$ cat config.mk
export PLATFORM = sky130hd
export DESIGN_NAME = dynamics_controller
export DESIGN_NICKNAME = d
export VERILOG_FILES = /design/src/pkg/dyn_ctrl_pkg.sv /design/src/pkg/dyn_stream_if.sv /design/src/hdl/field_guard.sv /design/src/hdl/dyn_skid_buffer.sv /design/src/hdl/dynamics_controller.sv
export VERILOG_INCLUDE_DIRS = /design/src /design/src/pkg
export SDC_FILE = /design/constraint.sdc
export NUM_CORES = 1
export LEC_CHECK = 0
export ABC_AREA = 1
export BUFFER_PORTS_ARGS = -buffer_cell sky130_fd_sc_hd__buf_2
export CAP_MARGIN = 15
export CORE_MARGIN = 5
export CORE_UTILIZATION = 55
export CTS_BUF_LIST = sky130_fd_sc_hd__clkbuf_16
export DETAILED_ROUTE_END_ITERATION = 8
export HOLD_SLACK_MARGIN = 0.12
export PLACE_DENSITY_LB_ADDON = 0.3
export SLEW_MARGIN = 20
export SYNTH_ARGS = -nofsm -noshare
export SYNTH_HDL_FRONTEND = slang
export SYNTH_SLANG_ARGS = --single-unit
$ cat constraint.sdc
create_clock -name mclk -period 5.8 [get_ports mclk]
set_clock_uncertainty 0.05 [all_clocks]
set_input_delay 1.16 -clock mclk [delete_from_list [all_inputs] [get_ports mclk]]
set_output_delay 1.16 -clock mclk [all_outputs]
set_load 0.02 [all_outputs]
$ cat src/pkg/dyn_ctrl_defs.svh
// register map, field layout, reset values and gain-law constants
// of the dynamics controller; definitions only
`ifndef DYN_CTRL_DEFS_SVH
`define DYN_CTRL_DEFS_SVH
`define ADDR_W 12
`define DATA_W 16
`define SAMPLE_W 24
`define QDB_W 10
`define OFS_CTRL 12'h540
`define OFS_BOOST 12'h541
`define OFS_GATE_SLOPE 12'h542
`define OFS_KNEE 12'h543
`define OFS_GATE_KNEE 12'h544
`define GATE_EN_BIT 8
`define GKO_EN_BIT 5
`define BOOST_LSB 0
`define BOOST_W 2
`define GMIN_LSB 12
`define GMIN_W 4
`define EXP_LSB 10
`define EXP_W 2
`define QRT_LSB 8
`define QRT_W 2
`define QRD_LSB 6
`define QRD_W 2
`define HI_LSB 3
`define HI_W 3
`define LO_LSB 0
`define LO_W 3
`define KIN_LSB 5
`define KIN_W 6
`define KOUT_LSB 0
`define KOUT_W 5
`define GKIN_LSB 5
`define GKIN_W 5
`define GKOUT_LSB 0
`define GKOUT_W 5
`define BOOST_RST 2'h1
`define GMIN_MAX 4'hc
`define QRD_MAX 2'h2
`define HI_MAX 3'h5
`define LO_MAX 3'h4
`define KIN_MAX 6'h3c
`define KOUT_MAX 5'h1e
`define HI_ZERO 3'h5
`define LO_ZERO 3'h4
// gain figures in quarter-dB units
`define BOOST_Q0 48
`define BOOST_Q1 72
`define BOOST_Q2 96
`define BOOST_Q3 144
`define GMIN_BASE -144
`define GMIN_STEP 24
`define QRT_BASE 48
`define QRT_STEP 24
`define KNEE_STEP -3
`define GKIN_BASE -144
`define GKOUT_BASE -120
`define GKNEE_STEP -6
// quick-release decay per 6dB, in microseconds
`define QRD_US0 725
`define QRD_US1 1450
`define QRD_US2 5800
`define QRD_US_W 13
`endif

$ cat src/pkg/dyn_ctrl_pkg.sv
// types shared by the dynamics controller modules
// assumes the defs header is on the include path
`include "dyn_ctrl_defs.svh"
package dyn_ctrl_pkg;
  typedef logic signed [`QDB_W-1:0] qdb_t;
  typedef struct packed {
    qdb_t max_boost;
    qdb_t gate_min;
    logic [`EXP_W-1:0] expand_shift;
    qdb_t qr_thresh;
    logic [`QRD_US_W-1:0] qr_decay_us;
    logic [`HI_W-1:0] upper_shift;
    logic upper_zero;
    logic [`LO_W-1:0] lower_shift;
    logic lower_zero;
    qdb_t knee_in;
    qdb_t knee_out;
    qdb_t gate_knee_in;
    logic gate_knee_in_use;
    qdb_t gate_knee_out;
    logic gate_knee_out_use;
  } params_t;
  typedef struct packed {
    logic [`SAMPLE_W-1:0] sample;
    params_t params;
  } item_t;
endpackage

$ cat src/pkg/dyn_stream_if.sv
// sample stream with its parameter snapshot, between controller and buffer
// assumes both ends run on mclk
`timescale 1ns/1ps
interface dyn_stream_if;
  logic valid;
  logic ready;
  dyn_ctrl_pkg::item_t data;
  modport source (output valid, output data, input ready);
  modport sink (input valid, input data, output ready);
endinterface

$ cat src/hdl/field_guard.sv
// one configuration field that refuses codes above its last defined one
// assumes load is a single-cycle write strobe
`timescale 1ns/1ps
module field_guard #(
  parameter int W = 2,
  parameter logic [W-1:0] MAX = '1,
  parameter logic [W-1:0] RST = '0
) (
  input wire logic mclk,
  input wire logic resetn,
  input wire logic load,
  input wire logic [W-1:0] code,
  output logic [W-1:0] value_q
);
  always_ff @(posedge mclk or negedge resetn) begin
    if (!resetn) begin
      value_q <= RST;
    end else if (load && code <= MAX) begin
      value_q <= code;
    end
  end
endmodule

$ cat src/hdl/dyn_skid_buffer.sv
// two-entry buffer: output register plus skid register
// assumes the sink may hold out_ready low for any time
`timescale 1ns/1ps
`include "dyn_ctrl_defs.svh"
module dyn_skid_buffer (
  input wire logic mclk,
  input wire logic resetn,
  dyn_stream_if.sink up,
  output logic out_valid,
  input wire logic out_ready,
  output dyn_ctrl_pkg::item_t out_item
);
  dyn_ctrl_pkg::item_t skid_q;
  logic skid_valid_q;
  logic ready_q;
  logic push;

  assign up.ready = ready_q;
  assign push = up.valid && ready_q;

  // ready is a flop of its own so the upstream port stays registered
  always_ff @(posedge mclk or negedge resetn) begin
    if (!resetn) begin
      out_item <= '0;
      out_valid <= 1'b0;
      skid_q <= '0;
      skid_valid_q <= 1'b0;
      ready_q <= 1'b1;
    end else if (!out_valid || out_ready) begin
      if (skid_valid_q) begin
        out_item <= skid_q;
        out_valid <= 1'b1;
        skid_valid_q <= 1'b0;
        ready_q <= 1'b1;
      end else begin
        if (push) begin
          out_item <= up.data;
        end
        out_valid <= push;
      end
    end else if (push) begin
      skid_q <= up.data;
      skid_valid_q <= 1'b1;
      ready_q <= 1'b0;
    end
  end
endmodule

$ cat src/hdl/dynamics_controller.sv
// dynamics controller settings and gain law for the second audio interface
// assumes a synchronous register port and a sample stream, both on mclk
`timescale 1ns/1ps
`include "dyn_ctrl_defs.svh"
module dynamics_controller (
  input wire logic mclk,
  input wire logic resetn,
  input wire logic [`ADDR_W-1:0] reg_addr,
  input wire logic [`DATA_W-1:0] reg_wdata,
  input wire logic reg_wr,
  input wire logic reg_rd,
  output logic [`DATA_W-1:0] reg_rdata,
  input wire logic in_valid,
  output logic in_ready,
  input wire logic [`SAMPLE_W-1:0] in_sample,
  output logic out_valid,
  input wire logic out_ready,
  output dyn_ctrl_pkg::item_t out_item
);
  logic wr_ctrl;
  logic wr_boost;
  logic wr_slope;
  logic wr_knee;
  logic wr_gknee;
  logic gate_enable_q;
  logic gate_knee_output_enable_q;
  logic [`BOOST_W-1:0] max_boost_gain;
  logic [`GMIN_W-1:0] gate_min_gain;
  logic [`EXP_W-1:0] gate_expansion_slope;
  logic [`QRT_W-1:0] quick_release_threshold;
  logic [`QRD_W-1:0] quick_release_decay;
  logic [`HI_W-1:0] upper_compress_slope;
  logic [`LO_W-1:0] lower_compress_slope;
  logic [`KIN_W-1:0] knee_input_level;
  logic [`KOUT_W-1:0] knee_output_level;
  logic [`GKIN_W-1:0] gate_knee_input_level;
  logic [`GKOUT_W-1:0] gate_knee_output_level;
  logic [`DATA_W-1:0] rdata_d;
  dyn_ctrl_pkg::params_t params;
  logic push;

  dyn_stream_if stream ();

  function automatic dyn_ctrl_pkg::qdb_t lin(input int base, input int step, input int n);
    return dyn_ctrl_pkg::qdb_t'(base + step * n);
  endfunction

  assign wr_ctrl = reg_wr && reg_addr == `OFS_CTRL;
  assign wr_boost = reg_wr && reg_addr == `OFS_BOOST;
  assign wr_slope = reg_wr && reg_addr == `OFS_GATE_SLOPE;
  assign wr_knee = reg_wr && reg_addr == `OFS_KNEE;
  assign wr_gknee = reg_wr && reg_addr == `OFS_GATE_KNEE;

  always_ff @(posedge mclk or negedge resetn) begin
    if (!resetn) begin
      gate_enable_q <= 1'b0;
      gate_knee_output_enable_q <= 1'b0;
    end else if (wr_ctrl) begin
      gate_enable_q <= reg_wdata[`GATE_EN_BIT];
      gate_knee_output_enable_q <= reg_wdata[`GKO_EN_BIT];
    end
  end

  field_guard #(.W(`BOOST_W), .RST(`BOOST_RST)) u_boost (
    .mclk(mclk),
    .resetn(resetn),
    .load(wr_boost),
    .code(reg_wdata[`BOOST_LSB +: `BOOST_W]),
    .value_q(max_boost_gain)
  );

  field_guard #(.W(`GMIN_W), .MAX(`GMIN_MAX)) u_gmin (
    .mclk(mclk),
    .resetn(resetn),
    .load(wr_slope),
    .code(reg_wdata[`GMIN_LSB +: `GMIN_W]),
    .value_q(gate_min_gain)
  );

  field_guard #(.W(`EXP_W)) u_exp (
    .mclk(mclk),
    .resetn(resetn),
    .load(wr_slope),
    .code(reg_wdata[`EXP_LSB +: `EXP_W]),
    .value_q(gate_expansion_slope)
  );

  field_guard #(.W(`QRT_W)) u_qrt (
    .mclk(mclk),
    .resetn(resetn),
    .load(wr_slope),
    .code(reg_wdata[`QRT_LSB +: `QRT_W]),
    .value_q(quick_release_threshold)
  );

  field_guard #(.W(`QRD_W), .MAX(`QRD_MAX)) u_qrd (
    .mclk(mclk),
    .resetn(resetn),
    .load(wr_slope),
    .code(reg_wdata[`QRD_LSB +: `QRD_W]),
    .value_q(quick_release_decay)
  );

  // upper slope, 110 and 111 refused
  field_guard #(.W(`HI_W), .MAX(`HI_MAX)) u_hi (
    .mclk(mclk),
    .resetn(resetn),
    .load(wr_slope),
    .code(reg_wdata[`HI_LSB +: `HI_W]),
    .value_q(upper_compress_slope)
  );

  // lower slope, 101 and 11x refused
  field_guard #(.W(`LO_W), .MAX(`LO_MAX)) u_lo (
    .mclk(mclk),
    .resetn(resetn),
    .load(wr_slope),
    .code(reg_wdata[`LO_LSB +: `LO_W]),
    .value_q(lower_compress_slope)
  );

  // knee input level, above 111100 refused
  field_guard #(.W(`KIN_W), .MAX(`KIN_MAX)) u_kin (
    .mclk(mclk),
    .resetn(resetn),
    .load(wr_knee),
    .code(reg_wdata[`KIN_LSB +: `KIN_W]),
    .value_q(knee_input_level)
  );

  field_guard #(.W(`KOUT_W), .MAX(`KOUT_MAX)) u_kout (
    .mclk(mclk),
    .resetn(resetn),
    .load(wr_knee),
    .code(reg_wdata[`KOUT_LSB +: `KOUT_W]),
    .value_q(knee_output_level)
  );

  field_guard #(.W(`GKIN_W)) u_gkin (
    .mclk(mclk),
    .resetn(resetn),
    .load(wr_gknee),
    .code(reg_wdata[`GKIN_LSB +: `GKIN_W]),
    .value_q(gate_knee_input_level)
  );

  field_guard #(.W(`GKOUT_W)) u_gkout (
    .mclk(mclk),
    .resetn(resetn),
    .load(wr_gknee),
    .code(reg_wdata[`GKOUT_LSB +: `GKOUT_W]),
    .value_q(gate_knee_output_level)
  );

  // read word assembly; unused bits and unmapped addresses read zero
  always_comb begin
    rdata_d = '0;
    case (reg_addr)
      `OFS_CTRL: begin
        rdata_d[`GATE_EN_BIT] = gate_enable_q;
        rdata_d[`GKO_EN_BIT] = gate_knee_output_enable_q;
      end
      `OFS_BOOST: begin
        rdata_d[`BOOST_LSB +: `BOOST_W] = max_boost_gain;
      end
      `OFS_GATE_SLOPE: begin
        rdata_d[`GMIN_LSB +: `GMIN_W] = gate_min_gain;
        rdata_d[`EXP_LSB +: `EXP_W] = gate_expansion_slope;
        rdata_d[`QRT_LSB +: `QRT_W] = quick_release_threshold;
        rdata_d[`QRD_LSB +: `QRD_W] = quick_release_decay;
        rdata_d[`HI_LSB +: `HI_W] = upper_compress_slope;
        rdata_d[`LO_LSB +: `LO_W] = lower_compress_slope;
      end
      `OFS_KNEE: begin
        rdata_d[`KIN_LSB +: `KIN_W] = knee_input_level;
        rdata_d[`KOUT_LSB +: `KOUT_W] = knee_output_level;
      end
      `OFS_GATE_KNEE: begin
        rdata_d[`GKIN_LSB +: `GKIN_W] = gate_knee_input_level;
        rdata_d[`GKOUT_LSB +: `GKOUT_W] = gate_knee_output_level;
      end
      default: begin
        rdata_d = '0;
      end
    endcase
  end

  // read data stands only in the cycle after the strobe
  always_ff @(posedge mclk or negedge resetn) begin
    if (!resetn) begin
      reg_rdata <= '0;
    end else if (reg_rd) begin
      reg_rdata <= rdata_d;
    end else begin
      reg_rdata <= '0;
    end
  end

  // gain law decode; the guards keep reserved codes out, so each default decodes only the last defined code
  always_comb begin
    params = '0;
    case (max_boost_gain)
      2'h0: params.max_boost = lin(`BOOST_Q0, 0, 0);
      2'h1: params.max_boost = lin(`BOOST_Q1, 0, 0);
      2'h2: params.max_boost = lin(`BOOST_Q2, 0, 0);
      default: params.max_boost = lin(`BOOST_Q3, 0, 0);
    endcase
    params.gate_min = lin(`GMIN_BASE, `GMIN_STEP, int'(gate_min_gain));
    params.expand_shift = gate_expansion_slope;
    params.qr_thresh = lin(`QRT_BASE, `QRT_STEP, int'(quick_release_threshold));
    case (quick_release_decay)
      2'h0: params.qr_decay_us = `QRD_US_W'(`QRD_US0);
      2'h1: params.qr_decay_us = `QRD_US_W'(`QRD_US1);
      default: params.qr_decay_us = `QRD_US_W'(`QRD_US2);
    endcase
    // upper ratio 2^-code, last code is zero slope
    params.upper_zero = upper_compress_slope == `HI_ZERO;
    params.upper_shift = params.upper_zero ? '0 : upper_compress_slope;
    // lower ratio 2^-code, last code is zero slope
    params.lower_zero = lower_compress_slope == `LO_ZERO;
    params.lower_shift = params.lower_zero ? '0 : lower_compress_slope;
    params.knee_in = lin(0, `KNEE_STEP, int'(knee_input_level));
    params.knee_out = lin(0, `KNEE_STEP, int'(knee_output_level));
    params.gate_knee_in = lin(`GKIN_BASE, `GKNEE_STEP, int'(gate_knee_input_level));
    params.gate_knee_out = lin(`GKOUT_BASE, `GKNEE_STEP, int'(gate_knee_output_level));
    // gate knee use flags follow their enables; the levels themselves pass unmasked
    params.gate_knee_in_use = gate_enable_q;
    params.gate_knee_out_use = gate_knee_output_enable_q;
  end

  // settings travel with the sample they were captured on
  assign stream.valid = in_valid;
  assign stream.data = '{sample: in_sample, params: params};
  assign in_ready = stream.ready;
  assign push = in_valid && in_ready;

  dyn_skid_buffer u_buf (
    .mclk(mclk),
    .resetn(resetn),
    .up(stream.sink),
    .out_valid(out_valid),
    .out_ready(out_ready),
    .out_item(out_item)
  );
endmodule

==> impl_metrics.yaml, run 1 <==
run_status:
  status: "finished, final reports clean"
yosys:
  yosys_warnings: 0
  synth.top_cell.area_share_pct: 51.5
  synth_area_sq_um: 12100
  synth_area_leaders: "dfrtp_1 52%, nand2_1 14%, ha_1 6.1%, nor2_1 4.5%, o21ai_0 4.0%"
  synth.distinct_cells: 39
  yosys-top-cells-count: "460 x nand2_1, 250 x dfrtp_1, 146 x nor2_1"
  yosys.area.top_type: "dfrtp_1"
  postSynthAreaPerCell_sq_um: 8.42
  synth-edff-count: 0
  ys_ff_latch: 252
  ys.flop_type: "dfrtp_1"
  post-synth-top-count-cell: "nand2_1"
  synthCells: 1442
  synthArstFlopShare_pct: 100
  yosysSeqAreaShare_pct: 52.0
cts:
  path_clk_slew_ns: 0.06
  cts_sinks: 252
  cts_resized: 0
  hold_buffers: 0
  cts_setup_buffers: 0
  clk_latency_ns: 0.53
  cts_root_buffer: "clkbuf_16"
  htree_levels: 1
  cts_buffers: 26
  clk_path_buf_depth: 3
  cts_tree: "done"
grt:
  grt_max_degree: 124
  grt_pass1_wl_mm: 47.7
  antenna_found_initial: 0
  grt_overflow: 0
  grt_pass1_vias: 9589
  grt_usage_pct: 23.4
critical_path:
  cp-endpoint: "u_buf.out_item[34]$_DFFE_PN0P_"
  cp-startpoint: "out_ready"
  rr_worst_depth: 10
  cp.arrival_ns: 3.31
  cp_max_fo: 82
  r2r_setup_slack_ns: 2.95
  worstSetupEndpointType: "flop"
  timing.rr.end: "u_buf.out_item[9]$_DFFE_PN0P_"
  worst_r2r_startpoint: "u_gkout.value_q[1]$_DFFE_PN0P_"
  cp_data_required_time_ns: 6.13
  path_class: "in2reg"
  cp-start-kind: "primary input"
power:
  vdd_drop_max_uv: 241
  powerDensity_nw_per_um2: 432
  cellLeakagePower_uw: 0.00709
timing:
  rsz0062_at_grt: "false"
  relSlewSlack_pct: 25.7
  setup-violations-final: 0
  hold_ws_ns: 0.402
  slew_viol_final: 0
  worst_slack_ns: 2.82
  fin_setup_tns_ns: 0
  finalCritPeriodShare_pct: 51.4
  fmax_mhz: 335
  post-route-min-period_ns: 2.98
  hold_viol: 0
  tightestPinTransition_ns: 1.11
die:
  start_util_pct: 55.8
  rows: 54
  dieArea_sq_um: 25100
  dieHeight_um: 159
  die_w_um: 159
  design.portCount: 195
  core_sq_um: 21800
place:
  dp_cells: 1835
  hpwl_mm: 19.9
  place_ws_ns: 2.28
  routabilityCongestion: 0.861
  portBuffers: 178
detailed_routing:
  drtIter0Drc: 764
  wl_met2_mm: 14.3
  ant_nets: 0
  dr_wl_met3_mm: 1.76
  dr.pass1.iters: 5
  vias: 10000
  drcViolationCount: 0
  highest_layer: "met4"
  wire_per_inst_um: 15.8
  wl_mm: 29.8
  drt-met1-wl_mm: 13.0
  vias_per_cell: 5.32
finish:
  antenna_cells: 0
  fill_cells: 1873
  syn_to_final_growth_pct: 14.8
  fin_nets: 1705
  final_util_pct: 64.1
  final_cells: 1883
  drive_gt1_share_pct: 16.2
run:
  cap_viol_max_count: 0
min_path:
  min_from: "u_buf.skid_q[57]$_DFFE_PN0P_"
  min_path_cells: 2
  hp-class: "reg2reg"
-- cells in the final DEF (no fill, tap or decap), types with 11 or more instances in the layout --
cell and count:
inv_1 96, a21oi_1 64, nor2_1 145, nand3_1 58, conb_1 16, nand2_1 459
nor3_1 11, buf_2 177, a31oi_1 57, ha_1 59, o21ai_0 96, clkbuf_16 27
dfrtp_1 249
-- worst min-delay path by stage --
stage,endpoint
after global placement,u_buf.skid_q[57]$_DFFE_PN0P_
after CTS,u_buf.skid_q[57]$_DFFE_PN0P_
final,u_buf.skid_q[57]$_DFFE_PN0P_
after detailed placement,u_buf.skid_q[57]$_DFFE_PN0P_
after global routing,u_buf.skid_q[107]$_DFFE_PN0P_
after floorplan,u_buf.skid_q[57]$_DFFE_PN0P_
-- final cells by class --
| type | count | area (sq um) | share of cell area (%) |
|---|---|---|---|
| inverter | 93 | 353 | 2.53 |
| clock buffer | 27 | 676 | 4.85 |
| multi-input combinational | 1023 | 5090 | 36.5 |
| timing repair buffer | 187 | 968 | 6.95 |
| clock inverter | 21 | 198 | 1.42 |
| sequential | 252 | 6310 | 45.3 |
| tap | 280 | 350 | 2.51 |
-- report_power, final --
part | internal [uW] | leakage, uW | switching [uW]
Combinational | 565 | 0.00358 | 1200
Clock | 1020 | 0.000462 | 690
Sequential | 2270 | 0.00306 | 278
-- cell families (layout without fill, tap and decap cells) --
family | count (synthesis) | in the layout | synth area share [%]
simple gates | 704 | 704 | 23.4
flops | 252 | 252 | 52.0
compound gates | 232 | 232 | 10.5
buf+inv | 182 | 328 | 6.69
fa+ha+maj | 64 | 64 | 6.90
xor+xnor | 7 | 7 | 0.505
other cells | 1 | 16 | 0.0309
-- critical path, stage by stage --
cell and delay [ns]:
buf_2 0.10, nor2_1 0.20, inv_2 0.10, nand2_2 0.06, buf_4 0.51, inv_4 0.46, buf_4 0.44, nor2_1 0.17
a31oi_1 0.05
-- metrics by stage --
step	power, uW	instance area (sq um)
after floorplan	3770	12200
after global placement	4310	13100
after detailed placement	4360	13100
after CTS	6080	13900
after global routing	6400	13900
final	6020	13900
-- routing by layer --
metal,global-route usage [%],vias up
met5,0,-
met4,6.82,0
met3,2.94,53
met2,39.2,288
met1,32.2,4755
li1,-,4915
-- state kept, by name, summed over array words and instances, names as in the netlist, 2 cells and up --
signal and count:
u_hi.value_q 3, u_qrd.value_q 2, u_gkin.value_q 5, u_lo.value_q 3
u_kin.value_q 6, u_buf.out_item 96, u_boost.value_q 2, u_qrt.value_q 2
reg_rdata 16, u_gmin.value_q 4, u_buf.skid_q 96, u_kout.value_q 5
u_gkout.value_q 5, u_exp.value_q 2
(Power assumes the default switching activity.)
==> run 2, diff against run 1 <==
==> constraint.sdc (replaced) <==
create_clock -name mclk -period 2.94 [get_ports mclk]
set_clock_uncertainty 0.05 [all_clocks]
set_input_delay 0.588 -clock mclk [delete_from_list [all_inputs] [get_ports mclk]]
set_output_delay 0.588 -clock mclk [all_outputs]
set_load 0.02 [all_outputs]
==> run 2 against run 1 <==
  * Non-clock buffer count is 8 higher
  * Utilization rose by 0.65 points
  * Sequential share of layout area is 0.45 points lower
  * Clock power up 100%
  * Largest power group unchanged
==> impl_metrics.yaml, run 2 (synthesized netlist as in run 1, its figures left out) <==
grt:
  grt_max_degree: 102
  antenna_found_initial: 0
  grt_pass1_vias: 10000
  grt_pass1_wl_mm: 49.4
  grt_usage_pct: 24.3
  grt_overflow: 0
run:
  cap_viol_max_count: 0
detailed_routing:
  wl_met2_mm: 14.6
  highest_layer: "met4"
  vias_per_cell: 5.32
  wl_mm: 30.3
  dr.pass1.iters: 5
  wire_per_inst_um: 16.0
  drt-met1-wl_mm: 12.9
  drcViolationCount: 0
  vias: 10100
  dr_wl_met3_mm: 2.11
  ant_nets: 0
  drtIter0Drc: 703
timing:
  post-route-min-period_ns: 2.72
  fin_setup_tns_ns: 0
  hold_viol: 0
  tightestPinTransition_ns: 1.13
  hold_ws_ns: 0.230
  relSlewSlack_pct: 24.5
  rsz0062_at_grt: "false"
  slew_viol_final: 0
  fmax_mhz: 368
  setup-violations-final: 0
  finalCritPeriodShare_pct: 92.4
min_path:
  min_from: "reg_wdata[11]"
  hp-class: "in2reg"
  min_path_cells: 3
finish:
  reg_top3: "u_buf.out_item x96, u_buf.skid_q x96, reg_rdata x16"
  fin_nets: 1714
  layout_commonest_cell: "nand2_1"
  syn_to_final_growth_pct: 16.0
  final_cell_mix: "459 x nand2_1, 249 x dfrtp_1, 177 x buf_2, 145 x nor2_1, 96 x o21ai_0"
  final_cells: 1892
  antenna_cells: 0
  drive_gt1_share_pct: 16.7
place:
  routabilityCongestion: 0.912
  portBuffers: 178
  hpwl_mm: 20.4
  dp_cells: 1842
power:
  power_uw: 12000
  powerDensity_nw_per_um2: 855
  vdd_drop_max_uv: 627
  cellLeakagePower_uw: 0.00715
critical_path:
  timing.rr.end: "u_buf.out_item[9]$_DFFE_PN0P_"
  path_class: "reg2reg"
  r2r_setup_slack_ns: 0.22
  cp-endpoint: "u_buf.out_item[9]$_DFFE_PN0P_"
  rr_worst_depth: 10
  cp-startpoint: "u_gkout.value_q[1]$_DFFE_PN0P_"
  cp_max_fo: 4
  cp_slowest_cell: "fa_1"
  slowest_delay_ns: 0.54
  cp-start-kind: "flop"
  worstSetupEndpointType: "flop"
  cp_cell_sequence: "inv_1, ha_1, ha_1, ha_1, fa_1, nand3_1, or2_2, nand3_1, nand3_1, a21oi_1"
  cp_data_required_time_ns: 3.34
  cp.arrival_ns: 3.12
  worst_r2r_startpoint: "u_gkout.value_q[1]$_DFFE_PN0P_"
cts:
  path_clk_slew_ns: 0.07
  clk_latency_ns: 0.52
  cts_tree: "done"
  htree_levels: 1
  cts_buffers: 27
  cts_root_buffer: "clkbuf_16"
  cts_setup_buffers: 0
  cts_sinks: 252
  clk_path_buf_depth: 3
  cts_resized: 0
run_status:
  status: "finished, final reports clean"
die:
  core_sq_um: 21800
  dieArea_sq_um: 25100
  dieHeight_um: 159
  design.portCount: 195
  rows: 54
  start_util_pct: 55.8
  die_w_um: 159
-- run 2: changes by cell type in the layout (fill, tap and decap cells not counted), sizes merged --
cell         before  now
clkinv            8   14
dlygate4sd3       0    1
bufinv            4    5
buf             187  194
inv             102   96
-- run 2: how the worst min path moves through the flow --
| stage | endpoint | slack, ns |
|---|---|---|
| floorplan | gate_enable_q$_DFFE_PN0P_ | 0.24 |
| global placement | u_buf.skid_q[57]$_DFFE_PN0P_ | 0.39 |
| finish | u_exp.value_q[1]$_DFFE_PN0P_ | 0.23 |
| global route | u_buf.skid_q[113]$_DFFE_PN0P_ | 0.23 |
| CTS | u_buf.skid_q[96]$_DFFE_PN0P_ | 0.22 |
| detailed placement | u_buf.skid_q[57]$_DFFE_PN0P_ | 0.40 |
-- run 2: power breakdown --
part / leakage, uW / total, uW / switching [uW] / internal (uW)
sequential: 0.00306 / 5010 / 527 / 4490
combinational: 0.00363 / 3550 / 2410 / 1130
clock: 0.000462 / 3480 / 1380 / 2100
total: 0.00715 / 12000 / 4320 / 7720
-- run 2: cell type report --
| cell class | instances | area (sq um) |
|---|---|---|
| multi-input cells | 1023 | 5090 |
| inverters | 93 | 353 |
| repair buffers | 195 | 1080 |
| clock buffers | 27 | 676 |
| clock inverters | 22 | 226 |
| flip-flops and latches | 252 | 6310 |
| fillers | 1863 | 7670 |
| well taps | 280 | 350 |
-- run 2: worst max-delay path, delay by kind of cell (launching register included) --
kind / cells / cell delay, ns
compound gates: 1 / 0.16
fa+ha+maj: 4 / 1.33
buf+inv: 1 / 0.07
flops: 1 / 0.40
simple gates: 4 / 0.64
-- run 2: routing by layer --
layer | up-vias | track usage, %
li1 | 4929 | -
met1 | 4752 | 32.8
met2 | 339 | 40.8
met3 | 50 | 3.23
met4 | 0 | 8.00
met5 | - | 0
-- run 2: what timing repair did --
action,in CTS,in global routing
setup endpoints to repair,0,0
hold buffers,1,0
endpoints found under the hold margin,35,0
-- run 2: stage by stage --
step / setup WS [ns] / cell area [sq um] / util (%)
6_report: 0.223 / 14100 / 64.7
5_1_grt: 0.0626 / 14100 / 64.7
4_1_cts: 0.238 / 14100 / 64.7
3_5_place_dp: 0.250 / 13200 / 60.5
3_3_place_gp: 0.319 / 13200 / 60.5
2_1_floorplan: 0.423 / 12200 / -
==> run 3, diff against run 2 <==
--- a/config.mk
+++ b/config.mk
@@ -18,4 +18,5 @@
 export SLEW_MARGIN = 20
 export SYNTH_ARGS = -nofsm -noshare
 export SYNTH_HDL_FRONTEND = slang
+export SYNTH_HIERARCHICAL = 1
 export SYNTH_SLANG_ARGS = --single-unit
==> run 3 against run 2 <==
  * Design area grew 24%
  * Die area grew 22%
  * Sequential power grew 11%
  * Clock power grew 16%
  * Via count grew 30%
  * Count of clock-buffer cells in the layout grew 8
  * Worst setup slack gained 0.020 ns
  * Critical endpoint is now u_buf/out_item[8]$_DFFE_PN0P_
  * Non-clock buffer count grew 23
  * Worst hold slack gained 0.023 ns
  * Sequential share of layout area shrank 2.1 points
==> impl_metrics.yaml, run 3 <==
place:
  routabilityCongestion: 0.902
  hpwl_mm: 24.5
  dp_cells: 2480
  place_ws_ns: 0.196
  post_dp_cell_area_sq_um: 16400
  portBuffers: 194
min_path:
  hp-class: "in2reg"
grt:
  grt_pass1_wl_mm: 64.2
  grt_pass1_vias: 12900
  antenna_found_initial: 4
  grt_usage_pct: 25.0
  grt_max_degree: 121
  grt_overflow: 0
yosys:
  synth-edff-count: 0
  yosys_warnings: 6
  post-synth-top-count-cell: "nand2_1"
  synth_area_sq_um: 15000
  ys_ff_latch: 298
  yosys-top-cells-count: "1108 x nand2_1, 296 x dfrtp_1, 169 x nand3_1"
  synth.top_cell.area_share_pct: 49.4
  synth.distinct_cells: 41
  postSynthAreaPerCell_sq_um: 7.54
  ys.flop_type: "dfrtp_1"
  synthCells: 1987
  synth_area_leaders: "dfrtp_1 49%, nand2_1 28%, nand3_1 5.6%, ha_1 4.9%, buf_2 2.7%"
  yosys.area.top_type: "dfrtp_1"
  yosysSeqAreaShare_pct: 49.8
  synthArstFlopShare_pct: 100
finish:
  layout_commonest_cell: "nand2_1"
  regArea_sq_um: 7460
  final_area_sq_um: 17500
  final_cells: 2544
  reg_top3: "u_buf/out_item x119, u_buf/skid_q x119, reg_rdata x16"
  multi_input_area_sq_um: 6790
  syn_to_final_growth_pct: 16.5
  final_cell_mix: "1105 x nand2_1, 295 x dfrtp_1, 193 x buf_2, 169 x nand3_1, 118 x inv_1"
  fin_nets: 2298
  fill_cells: 2331
  drive_gt1_share_pct: 13.4
power:
  powerDensity_nw_per_um2: 765
  vdd_drop_max_uv: 558
  cellLeakagePower_uw: 0.0103
cts:
  cts_setup_buffers: 0
  clk_path_buf_depth: 3
  cts_buffers: 34
  clk_latency_ns: 0.50
  cts_tree: "done"
  path_clk_slew_ns: 0.06
  cts_root_buffer: "clkbuf_16"
  cts_sinks: 298
  htree_levels: 2
die:
  dieArea_sq_um: 30700
  design.portCount: 195
  die_w_um: 175
  dieHeight_um: 175
  start_util_pct: 55.8
  rows: 60
  core_sq_um: 26900
critical_path:
  slowest_delay_ns: 0.42
  cp.arrival_ns: 3.08
  cp_max_fo: 5
  cp_data_required_time_ns: 3.32
  cp_top_family: "adder cells"
  path_class: "reg2reg"
  cp_slowest_cell: "fa_1"
  cp_cell_sequence: "inv_1, ha_1, ha_1, ha_1, inv_1, fa_1, xnor2_2, nand3_1, xnor2_1, nand2_1, nand2_1, nand3_1, nand2_1"
  worst-path-buf-inv: 2
  worstSetupEndpointType: "flop"
  cp-start-kind: "flop"
timing:
  fmax_mhz: 371
  worst_slack_ns: 0.244
  slew_viol_final: 0
  hold_viol: 0
  hold_ws_ns: 0.253
  finalCritPeriodShare_pct: 91.7
  relSlewSlack_pct: 54.7
  post-route-min-period_ns: 2.70
  rsz0062_at_grt: "false"
  tightestPinTransition_ns: 0.677
  setup-violations-final: 0
  fin_setup_tns_ns: 0
detailed_routing:
  drtIter0Drc: 1267
  vias: 13100
  ant_nets: 0
  wl_mm: 38.1
  dr.pass1.iters: 5
  wire_per_inst_um: 15.0
  vias_per_cell: 5.16
  drcViolationCount: 0
run_status:
  status: "finished, final reports clean"
run:
  cap_viol_max_count: 0
## run 3: cell count changes after synthesis, moves of 21 or more
cell	delta
a31oi_1	-55
clkbuf_1	-28
nor2_1	-95
dfrtp_1	+46
inv_1	+21
nand3_1	+111
buf_4	-24
o21ai_0	-80
a21oi_1	-53
buf_2	+62
nand2_1	+648
## run 3: final cells by class
| cell class | count | area share (%) |
|---|---|---|
| Sequential cell | 298 | 42.7 |
| Multi-Input combinational cell | 1511 | 38.9 |
| Timing Repair Buffer | 218 | 7.38 |
| Clock buffer | 35 | 5.02 |
| Inverter | 113 | 2.45 |
| Tap cell | 341 | 2.44 |
| Clock inverter | 25 | 1.06 |
| Antenna cell | 3 | 0.0430 |
## run 3: path summary, 6_finish.rpt
path | from | endpoint | slack [ns] | depth (start not counted)
max reg2reg | u_gkout/value_q[1]$_DFFE_PN0P_ | u_buf/out_item[8]$_DFFE_PN0P_ | 0.24 | 13
min reg2reg | u_buf/skid_q[93]$_DFFE_PN0P_ | u_buf/skid_q[93]$_DFFE_PN0P_ | 0.42 | 2
min in group asynchronous | resetn | u_buf/out_item[37]$_DFFE_PN0P_ | 0.63 | 2
max in group asynchronous | resetn | u_boost/value_q[0]$_DFFE_PN1P_ | 1.38 | 3
max | u_gkout/value_q[1]$_DFFE_PN0P_ | u_buf/out_item[8]$_DFFE_PN0P_ | 0.24 | 13
min | reg_wdata[11] | u_exp/value_q[1]$_DFFE_PN0P_ | 0.25 | 3
## run 3: power breakdown
| part | switching, uW | internal, uW |
|---|---|---|
| registers | 509 | 5070 |
| clock network | 1630 | 2410 |
| logic | 2610 | 1120 |
## run 3: repair_timing
item,4_1_cts,5_1_grt
endpoints found under the hold margin,72,0
resized for setup,0,1
endpoints found under the setup margin,0,1
hold buffers,1,0
## run 3: through the flow
step | util [%] | power (uW)
detailed placement | 60.9 | 9390
floorplan | - | 8100
global placement | 60.9 | 9270
finish | 65.0 | 13400
CTS | 64.9 | 13500
global route | 65.0 | 14200
## run 3: metal layers
| layer | vias to the layer above | share of wire (%) | GRT usage (%) | wire length, um |
|---|---|---|---|---|
| li1 | 6456 | - | - | - |
| met1 | 6173 | 43 | 33.9 | 16400 |
| met2 | 438 | 48 | 41.4 | 18400 |
| met3 | 69 | 6.1 | 4.48 | 2340 |
| met4 | 2 | 2.4 | 7.86 | 920 |
| met5 | - | 0.018 | 0 | 7 |
## run 3: logic make-up (layout without fill, tap and decap cells)
group / Yosys count / count (layout) / synth area share [%]
and+or+nand+nor: 1357 / 1357 / 36.1
DFF: 298 / 298 / 49.8
buffers and inverters: 210 / 391 / 5.99
adders and majority gates: 64 / 64 / 5.59
AOI/OAI and AO/OA: 40 / 40 / 1.60
xor gates and xnor gates: 16 / 16 / 0.935
other: 2 / 37 / 0.0501
## run 3: worst min-delay path, stage by stage
cell and delay (ns):
buf_2 0.08, nand2_1 0.05, nand2_1 0.05
